**src/cevn_pkg.sv**
```systemverilog
// Package of constants and types for the camera event notifier.
// What this block does
// - A selector port picks which event source the enable setting reads and writes.
// - Enable set to Off drops every occurrence of that event, no message.
// - Enable set to On sends one message per occurrence of that event.
// - A legacy-compatible enabled value sends messages flagged in the legacy format.
// - Input line events fire on rising, falling or either edge per activation setting.
// - Edge activation applies to input lines only; output lines fire on pulse start.
// - Four line state-change sources exist, one each for lines 1 to 4.
// - Four pulse-start sources exist, one each for lines 3 to 6.
// - On message queue overflow all events are disabled and an overflow event sent.
// - Frame start fires when exposure delay of the frame's first line begins.
// - Frame end fires when an active frame completes.
// - An accepted valid frame trigger raises its own event.
// - A frame trigger rejected in an invalid region raises its own event.
// - A line trigger rejected in an invalid region raises its own event.
// - A line trigger postponed into a valid region raises an overlap event.
// - An image dropped for lack of buffer memory raises its own event.
// - Acquisition start and acquisition end each raise their own event.
package cevn_pkg;

   localparam int NUM_SRC   = 18;
   localparam int SRC_W     = 5;
   localparam int QDEPTH    = 8;
   localparam int QPTR_W    = 3;
   localparam int QCNT_W    = 4;

   // Event source codes, also the selector values and the message identifiers.
   localparam logic [SRC_W-1:0] SRC_ACQ_BEGIN      = 5'h00;
   localparam logic [SRC_W-1:0] SRC_ACQ_FINISH     = 5'h01;
   localparam logic [SRC_W-1:0] SRC_FRAME_BEGIN    = 5'h02;
   localparam logic [SRC_W-1:0] SRC_FRAME_FINISH   = 5'h03;
   localparam logic [SRC_W-1:0] SRC_FTRIG_ACCEPT   = 5'h04;
   localparam logic [SRC_W-1:0] SRC_FTRIG_REJECT   = 5'h05;
   localparam logic [SRC_W-1:0] SRC_IMAGE_DROP     = 5'h06;
   localparam logic [SRC_W-1:0] SRC_LTRIG_REJECT   = 5'h07;
   localparam logic [SRC_W-1:0] SRC_LTRIG_POSTPONE = 5'h08;
   localparam logic [SRC_W-1:0] SRC_IO1_CHANGE     = 5'h09;
   localparam logic [SRC_W-1:0] SRC_IO3_PULSE      = 5'h0d;
   localparam logic [SRC_W-1:0] SRC_OVERFLOW       = 5'h11;

   // Enable setting encodings.
   localparam logic [1:0] SEND_OFF    = 2'h0;
   localparam logic [1:0] SEND_ON     = 2'h1;
   localparam logic [1:0] SEND_LEGACY = 2'h2;

   // Edge activation encodings.
   localparam logic [1:0] EDGE_RISE   = 2'h0;
   localparam logic [1:0] EDGE_FALL   = 2'h1;
   localparam logic [1:0] EDGE_EITHER = 2'h2;

   localparam logic [1:0] EN_RESET    = 2'h0;
   localparam logic [1:0] ACT_RESET   = 2'h0;

   // One queued message: source code and legacy-format flag.
   typedef struct packed {
      logic [SRC_W-1:0] src;
      logic             legacy;
   } cevn_msg_t;

   // Camera-side event strobes, each a one-cycle pulse.
   typedef struct packed {
      logic       acq_begin;
      logic       acq_finish;
      logic       frame_begin;
      logic       frame_finish;
      logic       frame_trig_accepted;
      logic       frame_trig_rejected;
      logic       image_dropped;
      logic       line_trig_rejected;
      logic       line_trig_postponed;
      logic [3:0] io_pulse;
   } cevn_strobe_t;

endpackage

```
**src/cevn_notifier.sv**
```systemverilog
// Top of the camera event notifier: detection, per-source enables, queue and sender.
`timescale 1ns/10ps
`default_nettype none

module cevn_notifier
   import cevn_pkg::*;
(
   input  wire logic             mclk,
   input  wire logic             sys_rst,
   // Host-side settings.
   input  wire logic [SRC_W-1:0] event_source_select,
   input  wire logic             event_send_enable_wr,
   input  wire logic [1:0]       event_send_enable_wdata,
   input  wire logic             line_edge_activation_wr,
   input  wire logic [1:0]       line_edge_activation_wdata,
   output logic      [1:0]       event_send_enable,
   output logic      [1:0]       line_edge_activation,
   // Camera-side event sources.
   input  wire cevn_strobe_t     strobe,
   input  wire logic [3:0]       io_level,
   input  wire logic [3:0]       io_is_output,
   // Control-channel message port.
   output logic                  msg_valid,
   output logic      [SRC_W-1:0] msg_src,
   output logic                  msg_legacy,
   input  wire logic             msg_ready,
   output logic                  message_queue_overflow_evt
);

   typedef struct packed {
      logic [NUM_SRC-1:0][1:0] en;
      logic [NUM_SRC-1:0][1:0] act;
      logic [3:0]              io_prev;
      logic                    io_primed;
      logic [NUM_SRC-1:0]      pend;
      logic                    ovf_pend;
      logic                    msg_valid;
      cevn_msg_t               msg;
      logic                    ovf_evt;
      logic [1:0]              rd_en;
      logic [1:0]              rd_act;
   } cevn_state_t;

   cevn_state_t        st;
   cevn_state_t        next_st;
   logic [NUM_SRC-1:0] raw;
   logic [NUM_SRC-1:0] gated;
   cevn_msg_t          q_wr_data;
   logic               q_wr;
   logic               q_rd;
   cevn_msg_t          q_rd_data;
   logic               q_empty;
   logic               q_full;
   logic [SRC_W-1:0]   pick;
   logic               pick_any;
   logic               overflow;

   cevn_queue cevn_queue_inst (
      .mclk    (mclk),
      .sys_rst (sys_rst),
      .wr_en   (q_wr),
      .wr_data (q_wr_data),
      .rd_en   (q_rd),
      .rd_data (q_rd_data),
      .empty   (q_empty),
      .full    (q_full)
   );

   always_comb begin
      raw = '0;
      raw[SRC_ACQ_BEGIN]      = strobe.acq_begin;
      raw[SRC_ACQ_FINISH]     = strobe.acq_finish;
      raw[SRC_FRAME_BEGIN]    = strobe.frame_begin;
      raw[SRC_FRAME_FINISH]   = strobe.frame_finish;
      raw[SRC_FTRIG_ACCEPT]   = strobe.frame_trig_accepted;
      raw[SRC_FTRIG_REJECT]   = strobe.frame_trig_rejected;
      raw[SRC_IMAGE_DROP]     = strobe.image_dropped;
      raw[SRC_LTRIG_REJECT]   = strobe.line_trig_rejected;
      raw[SRC_LTRIG_POSTPONE] = strobe.line_trig_postponed;
      for (int i = 0; i < 4; i++) begin
         // A line driven as an output ignores activation and its own level changes.
         if (st.io_primed && !io_is_output[i]) begin
            case (st.act[int'(SRC_IO1_CHANGE) + i])
               EDGE_RISE:   raw[int'(SRC_IO1_CHANGE) + i] = io_level[i] && !st.io_prev[i];
               EDGE_FALL:   raw[int'(SRC_IO1_CHANGE) + i] = !io_level[i] && st.io_prev[i];
               default:     raw[int'(SRC_IO1_CHANGE) + i] = io_level[i] != st.io_prev[i];
            endcase
         end
         raw[int'(SRC_IO3_PULSE) + i] = strobe.io_pulse[i];
      end
      for (int i = 0; i < NUM_SRC; i++) begin
         gated[i] = raw[i] && (st.en[i] != SEND_OFF);
      end
   end

   // Lowest pending source goes to the queue first; one write per cycle.
   always_comb begin
      pick     = '0;
      pick_any = 1'b0;
      for (int i = NUM_SRC - 1; i >= 0; i--) begin
         if (st.pend[i]) begin
            pick     = SRC_W'(i);
            pick_any = 1'b1;
         end
      end
   end

   // A new occurrence of a source still waiting for a queue slot means the
   // path cannot keep up, which counts as an overflow as well as a full queue.
   assign overflow  = |(gated & st.pend) || (pick_any && q_full);
   assign q_wr      = (st.ovf_pend || pick_any) && !q_full;
   // The overflow report goes ahead of any pending source, so the host hears of the loss first.
   always_comb begin
      q_wr_data.src    = pick;
      q_wr_data.legacy = (st.en[pick] == SEND_LEGACY);
      if (st.ovf_pend) begin
         q_wr_data.src    = SRC_OVERFLOW;
         q_wr_data.legacy = 1'b0;
      end
   end
   assign q_rd      = !q_empty && (!st.msg_valid || msg_ready);

   always_comb begin
      next_st         = st;
      next_st.ovf_evt = 1'b0;
      next_st.io_prev   = io_level;
      next_st.io_primed = 1'b1;
      if (event_send_enable_wr) begin
         next_st.en[event_source_select] = event_send_enable_wdata;
      end
      if (line_edge_activation_wr) begin
         next_st.act[event_source_select] = line_edge_activation_wdata;
      end
      next_st.rd_en  = next_st.en[event_source_select];
      next_st.rd_act = next_st.act[event_source_select];
      if (q_wr && !st.ovf_pend) begin
         next_st.pend[pick] = 1'b0;
      end
      if (q_wr && st.ovf_pend) begin
         next_st.ovf_pend = 1'b0;
      end
      next_st.pend = next_st.pend | gated;
      if (overflow) begin
         // Enables stay off until the host writes them again.
         for (int i = 0; i < NUM_SRC; i++) begin
            next_st.en[i] = SEND_OFF;
         end
         next_st.pend     = '0;
         next_st.ovf_pend = 1'b1;
         next_st.ovf_evt  = 1'b1;
         next_st.rd_en    = SEND_OFF;
      end
      if (st.msg_valid && msg_ready) begin
         next_st.msg_valid = 1'b0;
      end
      if (q_rd) begin
         next_st.msg_valid = 1'b1;
         next_st.msg       = q_rd_data;
      end
   end

   always_ff @(posedge mclk or posedge sys_rst) begin
      if (sys_rst) begin
         st <= '0;
      end else begin
         st <= next_st;
      end
   end

   assign event_send_enable          = st.rd_en;
   assign line_edge_activation       = st.rd_act;
   assign msg_valid                  = st.msg_valid;
   assign msg_src                    = st.msg.src;
   assign msg_legacy                 = st.msg.legacy;
   assign message_queue_overflow_evt = st.ovf_evt;

endmodule

`default_nettype wire

```
**src/cevn_queue.sv**
```systemverilog
// Message queue memory for the camera event notifier.
`timescale 1ns/10ps
`default_nettype none

module cevn_queue
   import cevn_pkg::*;
(
   input  wire logic      mclk,
   input  wire logic      sys_rst,
   input  wire logic      wr_en,
   input  wire cevn_msg_t wr_data,
   input  wire logic      rd_en,
   output var  cevn_msg_t rd_data,
   output var  logic      empty,
   output var  logic      full
);

   typedef struct packed {
      cevn_msg_t [QDEPTH-1:0] mem;
      logic [QPTR_W-1:0]      wp;
      logic [QPTR_W-1:0]      rp;
      logic [QCNT_W-1:0]      cnt;
      cevn_msg_t              rd_data;
   } cevn_q_state_t;

   cevn_q_state_t st;
   cevn_q_state_t next_st;
   logic          do_wr;
   logic          do_rd;

   // Read data sits in a register ahead of the reader, refreshed from the head.
   always_comb begin
      next_st = st;
      do_wr   = wr_en && (st.cnt != QCNT_W'(QDEPTH));
      do_rd   = rd_en && (st.cnt != '0);
      if (do_wr) begin
         next_st.mem[st.wp] = wr_data;
         next_st.wp         = st.wp + 3'h1;
      end
      if (do_rd) begin
         next_st.rp = st.rp + 3'h1;
      end
      if (do_wr && !do_rd) begin
         next_st.cnt = st.cnt + 4'h1;
      end else if (do_rd && !do_wr) begin
         next_st.cnt = st.cnt - 4'h1;
      end
      next_st.rd_data = next_st.mem[next_st.rp];
   end

   always_ff @(posedge mclk or posedge sys_rst) begin
      if (sys_rst) begin
         st <= '0;
      end else begin
         st <= next_st;
      end
   end

   assign rd_data = st.rd_data;
   assign empty   = (st.cnt == '0);
   assign full    = (st.cnt == QCNT_W'(QDEPTH));

endmodule

`default_nettype wire

```
**config.mk**
```make
export PLATFORM = sky130hd
export DESIGN_NAME = cevn_notifier
export DESIGN_NICKNAME = d
export VERILOG_FILES = /design/src/cevn_pkg.sv /design/src/cevn_notifier.sv /design/src/cevn_queue.sv
export SDC_FILE = /design/constraint.sdc
export NUM_CORES = 1
export LEC_CHECK = 0
export BUFFER_PORTS_ARGS = -buffer_cell sky130_fd_sc_hd__buf_2
export CAP_MARGIN = 20
export CORE_MARGIN = 2
export CORE_UTILIZATION = 55
export CTS_BUF_LIST = sky130_fd_sc_hd__clkbuf_8
export CTS_CLUSTER_SIZE = 12
export DETAILED_ROUTE_END_ITERATION = 10
export GPL_TIMING_DRIVEN = 0
export PLACE_DENSITY = 0.84
export SYNTH_ARGS = -nofsm -noshare
export SYNTH_HDL_FRONTEND = slang
export SYNTH_SLANG_ARGS = --single-unit
```
**constraint.sdc**
```tcl
create_clock -name mclk -period 10.5 [get_ports mclk]
set_clock_uncertainty 0.1 [all_clocks]
set_input_delay 2.1 -clock mclk [delete_from_list [all_inputs] [get_ports mclk]]
set_output_delay 2.1 -clock mclk [all_outputs]
set_load 0.05 [all_outputs]
```
Word-level counts from Yosys, hierarchy flattened:

Index checks and enable logic that the tools add are counted.

* register bits: 172
* bits of input ports: 35
* output and inout bits: 12
* logic and storage cells: 258

* bitwise gates (word level): 4
* equal/unequal tests: 11
* add/subtract/negate cells: 4
* reduce and logical (&&, ||, !) cells: 90
* magnitude comparators: 7
* mux-type cells: 75

Operators by type and width (count)
* 36-bit two-way mux: 3
* 5-bit two-way mux: 18
* 36-bit bitwise mux: 2
* 51-bit two-way mux: 1
* 48-bit bitwise mux: 1
* 1-bit logical AND: 42
* 2-bit nonzero test: 20
* 2-bit binary-select mux with 5-bit select: 3
* 1-bit two-way mux: 25
* 19-bit two-way mux: 1
* 17-bit by 18-bit AND with 18-bit output: 1
* 18-bit AND: 1
* 6-bit binary-select mux with 3-bit select: 1
* 6-bit demux with 3-bit select: 1
* 1-bit zero test: 18
* 18-bit two-way mux: 1
* 6-bit two-way mux: 3
* 18-bit inverter: 1
* 18-bit by 17-bit OR with 18-bit output: 1
* 18-bit OR reduction: 1
* 5-bit by 6-bit less-than comparator with 1-bit output, second input constant: 2
* 2-bit demux with 5-bit select: 1
* 5-bit by 1-bit greater-or-equal comparator with 1-bit output, second input constant: 2
* 2-bit by 1-bit equality test with 1-bit output, second input constant: 4
* other kinds (19): 37

Depth between registers and ports, before layout:

Gate-level depths: netlist of the first run.

* depth in word-level cells: 27
* gate-level depth with buffers: 13
* mapped depth without buffers: 11

Modules after synthesis:

A second synthesis of the first run with hierarchy kept.

* cell total of the unflattened synthesis: 952
* area, all modules: 9801.9 um2

By module, submodules not included
* cevn_notifier: times used 1, seq. area each 2702.6 um2, area an instance 6252.2 um2, cells an instance 658
* cevn_queue: times used 1, seq. area each 1601.5 um2, area an instance 3549.7 um2, cells an instance 294

Worst setup path after synthesis of the first run:

OpenSTA, ideal clock, no wires.

* path type: input-to-reg
* start: input port event_source_select[1]
* end: register st, in the netlist line_edge_activation[0]
* library setup time: 139 ps
* arrival time: 4326 ps
* path slack: 5935 ps
* buffers on the path: 2
* stages: 10
* data required time: 10261 ps
* path through: buf_2 -> and2_1 -> clkbuf_1 -> nand2_1 -> nor2_1 -> mux2_2 -> mux4_2 -> nor2_1 -> nor3_1 -> or4b_1

RTL lines
* start, declared: line cevn_notifier.sv:11 `input wire logic [SRC_W-1:0] event_source_select,`
* end signal, assigned: line cevn_notifier.sv:166 `st <= next_st;`
* end, declared: line cevn_notifier.sv:44 `cevn_state_t st;`

==> results of run 1 <==
## cell type report
type | instances | area (um2) | area share
Sequential cell | 172 | 4300 | 0.420
Tap cell | 220 | 275 | 0.0269
Timing Repair Buffer | 45 | 253 | 0.0247
Multi-Input combinational cell | 649 | 4650 | 0.454
Clock buffer | 17 | 234 | 0.0228
Buffer | 52 | 245 | 0.0239
Clock inverter | 14 | 138 | 0.0134
Inverter | 38 | 150 | 0.0146
## logic make-up after synthesis
logic type	count (synthesis)	synth area share
buf+inv	90	0.0415
xor+xnor	8	0.00750
compound gates	175	0.123
simple gates	297	0.157
mux	154	0.191
other cells	1	0.000401
fa+ha+maj	14	0.0196
flops	172	0.461
## worst max-delay path, stage by stage
cell and delay (ps):
buf_2 180, and2_1 150, clkbuf_1 460, nand2_1 230, nor2_1 260, mux2_2 370, mux4_2 470, nor2_1 110
nor3_1 60, or4b_1 530
## state kept, by name, indices dropped and copies added (netlist names)
signal	flops
st	96
cevn_queue_inst.st	58
cevn_queue_inst.rd_data	6
msg_src	5
event_send_enable	2
line_edge_activation	2
message_queue_overflow_evt	1
msg_legacy	1
msg_valid	1
## worst max-delay path by stage
| stage | from | slack [ps] | depth (start not counted) | to |
|---|---|---|---|---|
| floorplan | sys_rst | 3640 | 1 | cevn_queue_inst.rd_data[0] |
| global placement | sys_rst | 1830 | 2 | st[97] |
| detailed placement | event_source_select[1] | 5430 | 10 | line_edge_activation[0] |
| CTS | event_source_select[1] | 5960 | 10 | line_edge_activation[0] |
| global route | io_level[1] | 5790 | 9 | st[104] |
| finish | event_source_select[1] | 5840 | 10 | line_edge_activation[0] |
## cells in the final DEF (no fill, tap or decap), drive strengths merged, types with 5 or more instances in the layout
cell | Yosys | routed
dfrtp | 172 | 172
nor2 | 116 | 116
mux2 | 82 | 82
buf | 27 | 71
mux2i | 61 | 61
nand2 | 54 | 54
a21oi | 53 | 53
o21ai | 47 | 47
clkbuf | 25 | 42
inv | 36 | 41
nor3 | 23 | 23
nand3 | 22 | 22
o211ai | 17 | 17
nand2b | 15 | 15
nor2b | 14 | 14
ha | 13 | 13
mux4 | 11 | 11
or3 | 9 | 9
a31oi | 9 | 9
nor4 | 8 | 8
clkinv | 2 | 8
a211oi | 7 | 7
a2111oi | 6 | 6
xnor2 | 5 | 5
or4 | 5 | 5
## per-stage QoR
stage,area (um2),utilization,hold slack [ps],instances,setup slack [ps]
after floorplan,9340,-,351,911,3640
after global placement,9830,0.593,357,1174,1830
after detailed placement,9880,0.596,366,1176,5430
after CTS,10200,0.618,392,1207,5960
after global routing,10200,0.618,403,1207,5790
final,10200,0.618,389,1207,5840
## per-layer routing
layer  routed length, um  part of all wire  track usage  up-vias
met5                   0                 0            0        -
met4                1060             0.044        0.137        0
met3                1610             0.067       0.0499       83
met2               11400              0.48        0.448      330
met1                9860              0.41        0.354     3647
li1                    -                 -            -     3406
## power by group
part / total, uW / internal (uW) / switching [uW] / leakage [uW]
logic: 1650 / 643 / 1010 / 0.00214
clock network: 456 / 191 / 265 / 0.000186
registers: 1060 / 902 / 156 / 0.00220
==> metrics.md, run 1 <==
| Metric | Value |
|---|---|
| Height of the chip | 134 um |
| H-tree levels | 4 |
| Via count | 7466 |
| Area grow syn2layout | 9.71% |
| Post-synthesis register bit count | 172 |
| Die width | 134 um |
| Postcts setup bufs | 0 |
| Sum Neg Setup Slack | 0 ps |
| Top post-synthesis cells by area | dfrtp_1 46%, mux2_2 9.8%, mux2i_1 6.5%, nor2_1 4.6%, mux4_2 2.7% |
| CTS Buffer Depth | 2 |
| Outcome | complete, no violations |
| Worst hold path depth | 1 |
| Reg2Reg Launch Point | st[30] |
| Final setup fails | 0 |
| Clock Sinks | 172 |
| Period utilization | 0.444 |
| Post-synthesis area per instance | 10.3 um2 |
| Post-detailed-route wirelength per cell | 19.8 um |
| Initial antenna violation count | 0 |
| Max frequency | 215 MHz |
| Vias per inst | 6.19 |
| Max FO, Critical Path | 10 |
| Power, Total | 3170 uW |
| Worst-margin pin slew | 1060 ps |
| Leakage | 0.00452 uW |
| Total CTS buffers | 17 |
| Largest net degree at the start of global routing | 119 |
| TritonCTS clock tree | yes |
| Drc violations | 0 |
| Drt first pass iters | 8 |
| Top cells by count, synth | 172 x dfrtp_1, 115 x nor2_1, 81 x mux2_2, 61 x mux2i_1, 54 x nand2_1 |
| Hold WC Path Type | reg -> reg |
| CP endpoint kind | flip-flop |
| PwrDens | 309 nW/um2 |
| Hold_buf cts | 0 |
| Max-slew violations | 0 |
| Cell row count | 47 |
| Final hold vios | 0 |
| CTS clk-pin slew, worst paths | 100 ps |
| Die ar. | 18000 um2 |
| Total gr overflow | 0 |
| Fillers | 1374 |
| # IOs | 47 |
| Post-cts resize count | 0 |
| Syn_nets | 960 |
| Final min period | 4660 ps |
| Max transition margin | 0.291 |
| R2R Setup Slk | 7060 ps |
| Initial Util | 0.563 |
| Startpoint types | primary input |
| Arrival @ worst endpoint | 4920 ps |
| Root buffer cell | clkbuf_8 |
| Layout cell share with drive strength beyond 1 | 0.215 |
| Buffers on Ports | 43 |
| Main synth FF type | dfrtp_1 |
| Worst Hold End | msg_src[2] |
| Leading area contributor after synthesis | dfrtp_1 |
| Clock latency on the worst-skew pair | 490 ps |
| Tot GR Track Use | 0.275 |
| First-pass GRT wire length | 38300 um |
| Mapped Cells | 911 |
| Iter 0 DRT Violations | 785 |
| Routed Antenna Nets | 0 |
| Synth warn | 0 |
| Sequential area share after synthesis | 0.461 |
| Max-capacitance violation count | 0 |
| Post-synth top area share | 0.461 |
| Antenna Cells | 0 |
| Fin nets | 1024 |
| EDFF count, synth | 0 |
| Most frequent cell after synthesis | dfrtp_1 |
| RD Place Congestion | 1.01 |
| Core Box Area | 16600 um2 |
| Asr flop ratio synth | 1.00 |
| RSZ-0062 raised after global routing | false |
| Post-DP HPWL | 17100 um |
| Reg2reg end | cevn_queue_inst.rd_data[0] |
| Yosys cell types | 74 |
| Worst R2R Path Depth | 8 |
| Peak supply drop | 0.215 mV |
| Hold path startpoint | cevn_queue_inst.rd_data[3] |
| Vias in the first global route | 7328 |
| Detailed Route WL | 23900 um |
| CP required | 10760 ps |
| Crit Path Class | in -> reg |
| Netlist Area Pre-Place | 9340 um2 |
Note: power is estimated with default switching activity, not from simulation.
==> run 2: changes to the inputs <==
==> constraint.sdc (replaced) <==
create_clock -name mclk -period 4.4 [get_ports mclk]
set_clock_uncertainty 0.1 [all_clocks]
set_input_delay 0.88 -clock mclk [delete_from_list [all_inputs] [get_ports mclk]]
set_output_delay 0.88 -clock mclk [all_outputs]
set_load 0.05 [all_outputs]
==> metrics.md, run 2 (synthesis results as in run 1) <==
| Metric | Value |
|---|---|
| Largest Register | st |
| Die width | 134 um |
| Hold WC Path Type | in -> async |
| Post-detailed-route wirelength per cell | 19.6 um |
| Post-DP Area | 9930 um2 |
| Routed Antenna Nets | 0 |
| Multi-input gate area | 4650 um2 |
| Final min period | 3440 ps |
| Post-DP HPWL | 17500 um |
| Startpoint types | flip-flop |
| Int Power | 4220 uW |
| Layout cell share with drive strength beyond 1 | 0.217 |
| Sw Pwr | 3440 uW |
| RD Place Congestion | 0.960 |
| Drt first pass iters | 6 |
| CP endpoint kind | flip-flop |
| CTS clk-pin slew, worst paths | 100 ps |
| WHS | 340 ps |
| # IOs | 47 |
| Largest register FFs | 96 |
| Die ar. | 18000 um2 |
| CP required | 4640 ps |
| Height of the chip | 134 um |
| Post-layout util | 0.624 |
| Period utilization | 0.782 |
| Vias in the first global route | 7474 |
| Max FO, Critical Path | 10 |
| Leakage | 0.00456 uW |
| Commonest non-fill, non-tap cell in the layout | dfrtp_1 |
| Detailed Route WL | 23800 um |
| PwrDens | 740 nW/um2 |
| Tot GR Track Use | 0.272 |
| Postcts setup bufs | 0 |
| First-pass GRT wire length | 38100 um |
| Max-slew violations | 0 |
| CTS Buffer Depth | 2 |
| Area grow syn2layout | 10.7% |
| Logic pwr share | 0.516 |
| Post-cts resize count | 0 |
| Sw frac | 0.449 |
| Fillers | 1339 |
| Peak supply drop | 0.407 mV |
| Drc violations | 0 |
| Initial antenna violation count | 0 |
| Max frequency | 291 MHz |
| Clock Sinks | 172 |
| Core Box Area | 16600 um2 |
| Max transition margin | 0.294 |
| Vias per inst | 6.25 |
| H-tree levels | 4 |
| Post-route cell area | 10300 um2 |
| Total gr overflow | 0 |
| Reg power frac | 0.332 |
| Final setup fails | 0 |
| Worst-margin pin slew | 1060 ps |
| Total CTS buffers | 17 |
| Proportion of power drawn by the clock network | 0.152 |
| Via count | 7567 |
| Crit Path Class | reg -> reg |
| Cells after DPL | 1179 |
| Iter 0 DRT Violations | 720 |
| Fin nets | 1027 |
| Clock latency on the worst-skew pair | 470 ps |
| Sum Neg Setup Slack | 0 ps |
| Buffers on Ports | 43 |
| Largest net degree at the start of global routing | 44 |
| Final hold vios | 0 |
| Antenna Cells | 0 |
| Max-capacitance violation count | 0 |
| Arrival @ worst endpoint | 3680 ps |
| Sequential cell area | 4300 um2 |
| Outcome | complete, no violations |
| Non-filler cells, final | 1211 |
| Hold_buf cts | 0 |
| Initial Util | 0.563 |
| Most frequent cells in the layout | 172 x dfrtp_1, 115 x nor2_1, 81 x mux2_2 |
| RSZ-0062 raised after global routing | false |
| Root buffer cell | clkbuf_8 |
| Cell row count | 47 |
| TritonCTS clock tree | yes |
-- run 2: cell count changes in the layout (fill, tap and decap cells not counted) --
cell	before	now
buf_12	0	4
buf_16	1	0
bufinv_16	1	2
clkdlybuf4s15_2	0	1
clkdlybuf4s18_2	1	0
clkinv_2	3	1
clkinvlp_4	2	1
inv_1	32	33
inv_6	5	6
inv_8	1	2
-- run 2: final timing paths --
| check | start | endpoint | slack [ps] | cells after the start |
|---|---|---|---|---|
| worst max-delay path | st[12] | cevn_queue_inst.rd_data[2] | 960 | 8 |
| worst min-delay path | sys_rst | st[30] | 340 | 2 |
| worst max register to register | st[12] | cevn_queue_inst.rd_data[2] | 960 | 8 |
| worst min register to register | cevn_queue_inst.rd_data[1] | msg_src[0] | 380 | 1 |
| max in group asynchronous | sys_rst | st[83] | 3020 | 4 |
| min in group mclk | cevn_queue_inst.rd_data[1] | msg_src[0] | 380 | 1 |
-- run 2: final cells by class --
| class | count | share of cell area |
|---|---|---|
| multi-input cells | 649 | 0.450 |
| flip-flops and latches | 172 | 0.416 |
| repair buffers | 48 | 0.0296 |
| well taps | 220 | 0.0266 |
| plain buffers | 52 | 0.0237 |
| clock buffers | 17 | 0.0226 |
| clock inverters | 15 | 0.0172 |
| inverters | 38 | 0.0142 |
-- run 2: power by group through the flow --
stage	sequential [uW]	clock, uW	combinational [uW]
detailed placement	2550	0	3870
CTS	2530	1180	3900
finish	2540	1170	3950
global placement	2520	0	3770
floorplan	2450	0	2950
global route	2590	1240	4300
-- run 2: per-stage QoR --
step                      total power (uW)  setup WS (ps)
after floorplan                       5400           1060
after global placement                6290            237
after detailed placement              6420            548
after CTS                             7610            997
after global routing                  8130            751
final                                 7650            960
-- run 2: critical path, cell delays in order, from the launching register on --
cell	delay [ps]
dfrtp_1	330
buf_2	200
clkinv_1	280
and3_1	240
buf_4	180
a21oi_1	840
mux2_2	430
mux2_2	260
mux4_2	460
-- run 2: layer usage --
metal  global-route usage  wire length [um]  vias up
li1                     -                 -     3408
met1                0.346              9630     3670
met2                0.442             11300      398
met3               0.0563              1730       91
met4                0.137              1140        0
met5                    0                 0        -
==> run 3: changes to the inputs <==
==> constraint.sdc (replaced) <==
create_clock -name mclk -period 3.3 [get_ports mclk]
set_clock_uncertainty 0.1 [all_clocks]
set_input_delay 0.66 -clock mclk [delete_from_list [all_inputs] [get_ports mclk]]
set_output_delay 0.66 -clock mclk [all_outputs]
set_load 0.05 [all_outputs]
==> metrics.md, run 3 (synthesis results as in run 1) <==
| Metric | Value |
|---|---|
| Period utilization | 0.972 |
| Startpoint types | flip-flop |
| Post-DP Area | 9930 um2 |
| # IOs | 47 |
| Levels on crit path | 8 |
| Worst Slack Setup Final | 92.8 ps |
| Height of the chip | 134 um |
| Multi-input gate area | 4710 um2 |
| Final setup fails | 0 |
| Post-route cell area | 10400 um2 |
| Cell row count | 47 |
| CP max stage delay | 540 ps |
| Iter 0 DRT Violations | 696 |
| Hold WC Path Type | in -> async |
| Largest Register | st |
| Crit Path Class | reg -> reg |
| Core Box Area | 16600 um2 |
| Routed Antenna Nets | 0 |
| RD Place Congestion | 0.960 |
| Drt first pass iters | 5 |
| CTS Buffer Depth | 2 |
| Leakage | 0.00460 uW |
| RSZ-0062 raised after global routing | true |
| Placement Setup Slack | -332 ps |
| Reg2Reg Launch Point | st[16] |
| Drc violations | 0 |
| CP max stage cell | or4_1 |
| CP endpoint kind | flip-flop |
| Initial antenna violation count | 0 |
| CP required | 3580 ps |
| Vias in the first global route | 7505 |
| Hold_buf cts | 0 |
| Commonest non-fill, non-tap cell in the layout | dfrtp_1 |
| Outcome | complete, no violations |
| Clock Sinks | 172 |
| Antenna Cells | 0 |
| Sequential cell area | 4300 um2 |
| Reg2reg end | cevn_queue_inst.rd_data[0] |
| Detailed Route WL | 23800 um |
| Max FO, Critical Path | 9 |
| Post-detailed-route wirelength per cell | 19.6 um |
| WP buf/inv | 0 |
| R2R Setup Slk | 90 ps |
| Root buffer cell | clkbuf_8 |
| Max-capacitance violation count | 0 |
| Tot GR Track Use | 0.272 |
| Buffers on Ports | 43 |
| Largest net degree at the start of global routing | 44 |
| Layout cell share with drive strength beyond 1 | 0.230 |
| TritonCTS clock tree | yes |
| Worst R2R Path Depth | 8 |
| Max frequency | 312 MHz |
| Area grow syn2layout | 11.5% |
| Die width | 134 um |
| Die ar. | 18000 um2 |
| Largest delay share family, worst path | compound AO/OA/AOI/OAI gates |
| Via count | 7480 |
| Initial Util | 0.563 |
| Final min period | 3210 ps |
| WHS | 126 ps |
| Clock latency on the worst-skew pair | 470 ps |
| Total gr overflow | 0 |
| Largest register FFs | 96 |
| Max transition margin | 0.347 |
| Vias per inst | 6.17 |
| CTS clk-pin slew, worst paths | 100 ps |
| Most frequent cells in the layout | 172 x dfrtp_1, 115 x nor2_1, 81 x mux2_2 |
| Fin nets | 1028 |
| Final hold vios | 0 |
| Post-DP HPWL | 17500 um |
| Total CTS buffers | 17 |
| Worst-margin pin slew | 971 ps |
| Sum Neg Setup Slack | 0 ps |
| Max-slew violations | 0 |
| Fillers | 1330 |
| H-tree levels | 4 |
| CP Cell Sequence | or4_1, a21oi_1, a211oi_2, or3b_2, a21boi_0, o211ai_1, a211o_2, o221ai_1 |
| Peak supply drop | 0.551 mV |
| Critical path launch point | st[16] |
| Arrival @ worst endpoint | 3480 ps |
| First-pass GRT wire length | 38200 um |
| Crit path to | cevn_queue_inst.rd_data[0] |
| PwrDens | 992 nW/um2 |
[run 3: changes by cell type in the layout (fill, tap and decap cells not counted), sizes merged]
| cell | delta |
|---|---|
| buf | +1 |
[run 3: final cells by class]
cell class | count | area share
Timing Repair Buffer | 50 | 0.0309
Sequential cell | 172 | 0.413
Buffer | 51 | 0.0240
Tap cell | 220 | 0.0264
Clock buffer | 17 | 0.0225
Clock inverter | 15 | 0.0171
Multi-Input combinational cell | 649 | 0.452
Inverter | 38 | 0.0141
[run 3: worst min-delay path by stage]
stage | to | slack (ps) | from | depth (start not counted)
finish | st[30] | 130 | sys_rst | 2
global route | st[18] | 150 | sys_rst | 2
CTS | st[30] | 120 | sys_rst | 2
detailed placement | msg_src[0] | 370 | cevn_queue_inst.rd_data[1] | 1
global placement | msg_src[4] | 360 | cevn_queue_inst.rd_data[5] | 1
floorplan | st[40] | 350 | st[40] | 2
[run 3: report_power, final]
| group | internal [uW] | leakage (uW) | switching, uW |
|---|---|---|---|
| sequential | 2870 | 0.00220 | 534 |
| combinational | 2140 | 0.00219 | 3230 |
| clock | 702 | 0.000214 | 854 |
[run 3: per-stage QoR]
step	cells	util	total power, uW
final	1212	0.628	10300
after global routing	1212	0.628	11000
after CTS	1211	0.625	10200
after detailed placement	1179	0.599	8570
after global placement	1174	0.593	8390
after floorplan	911	-	7200
[run 3: worst reg2reg max path: stages (launching register included)]
cell      delay [ps]
dfrtp_1          500
or4_1            550
a21oi_1          210
a211oi_2         210
or3b_2           500
a21boi_0         270
o211ai_1         180
a211o_2          390
o221ai_1         220
[run 3: per-layer routing]
layer,part of all wire,track usage,vias to the layer above
met4,0.045,0.144,0
met2,0.48,0.440,342
met3,0.066,0.0567,81
met5,0,0,-
li1,-,-,3424
met1,0.41,0.346,3633
[run 3: repair_timing]
| action | in CTS | in global routing |
|---|---|---|
| buffers inserted | 0 | 2 |
| setup endpoints to repair | 2 | 52 |
| pin swaps | 0 | 1 |
| gates resized for setup | 5 | 14 |
| endpoints found under the hold margin | 0 | 0 |
| gates cloned | 0 | 0 |
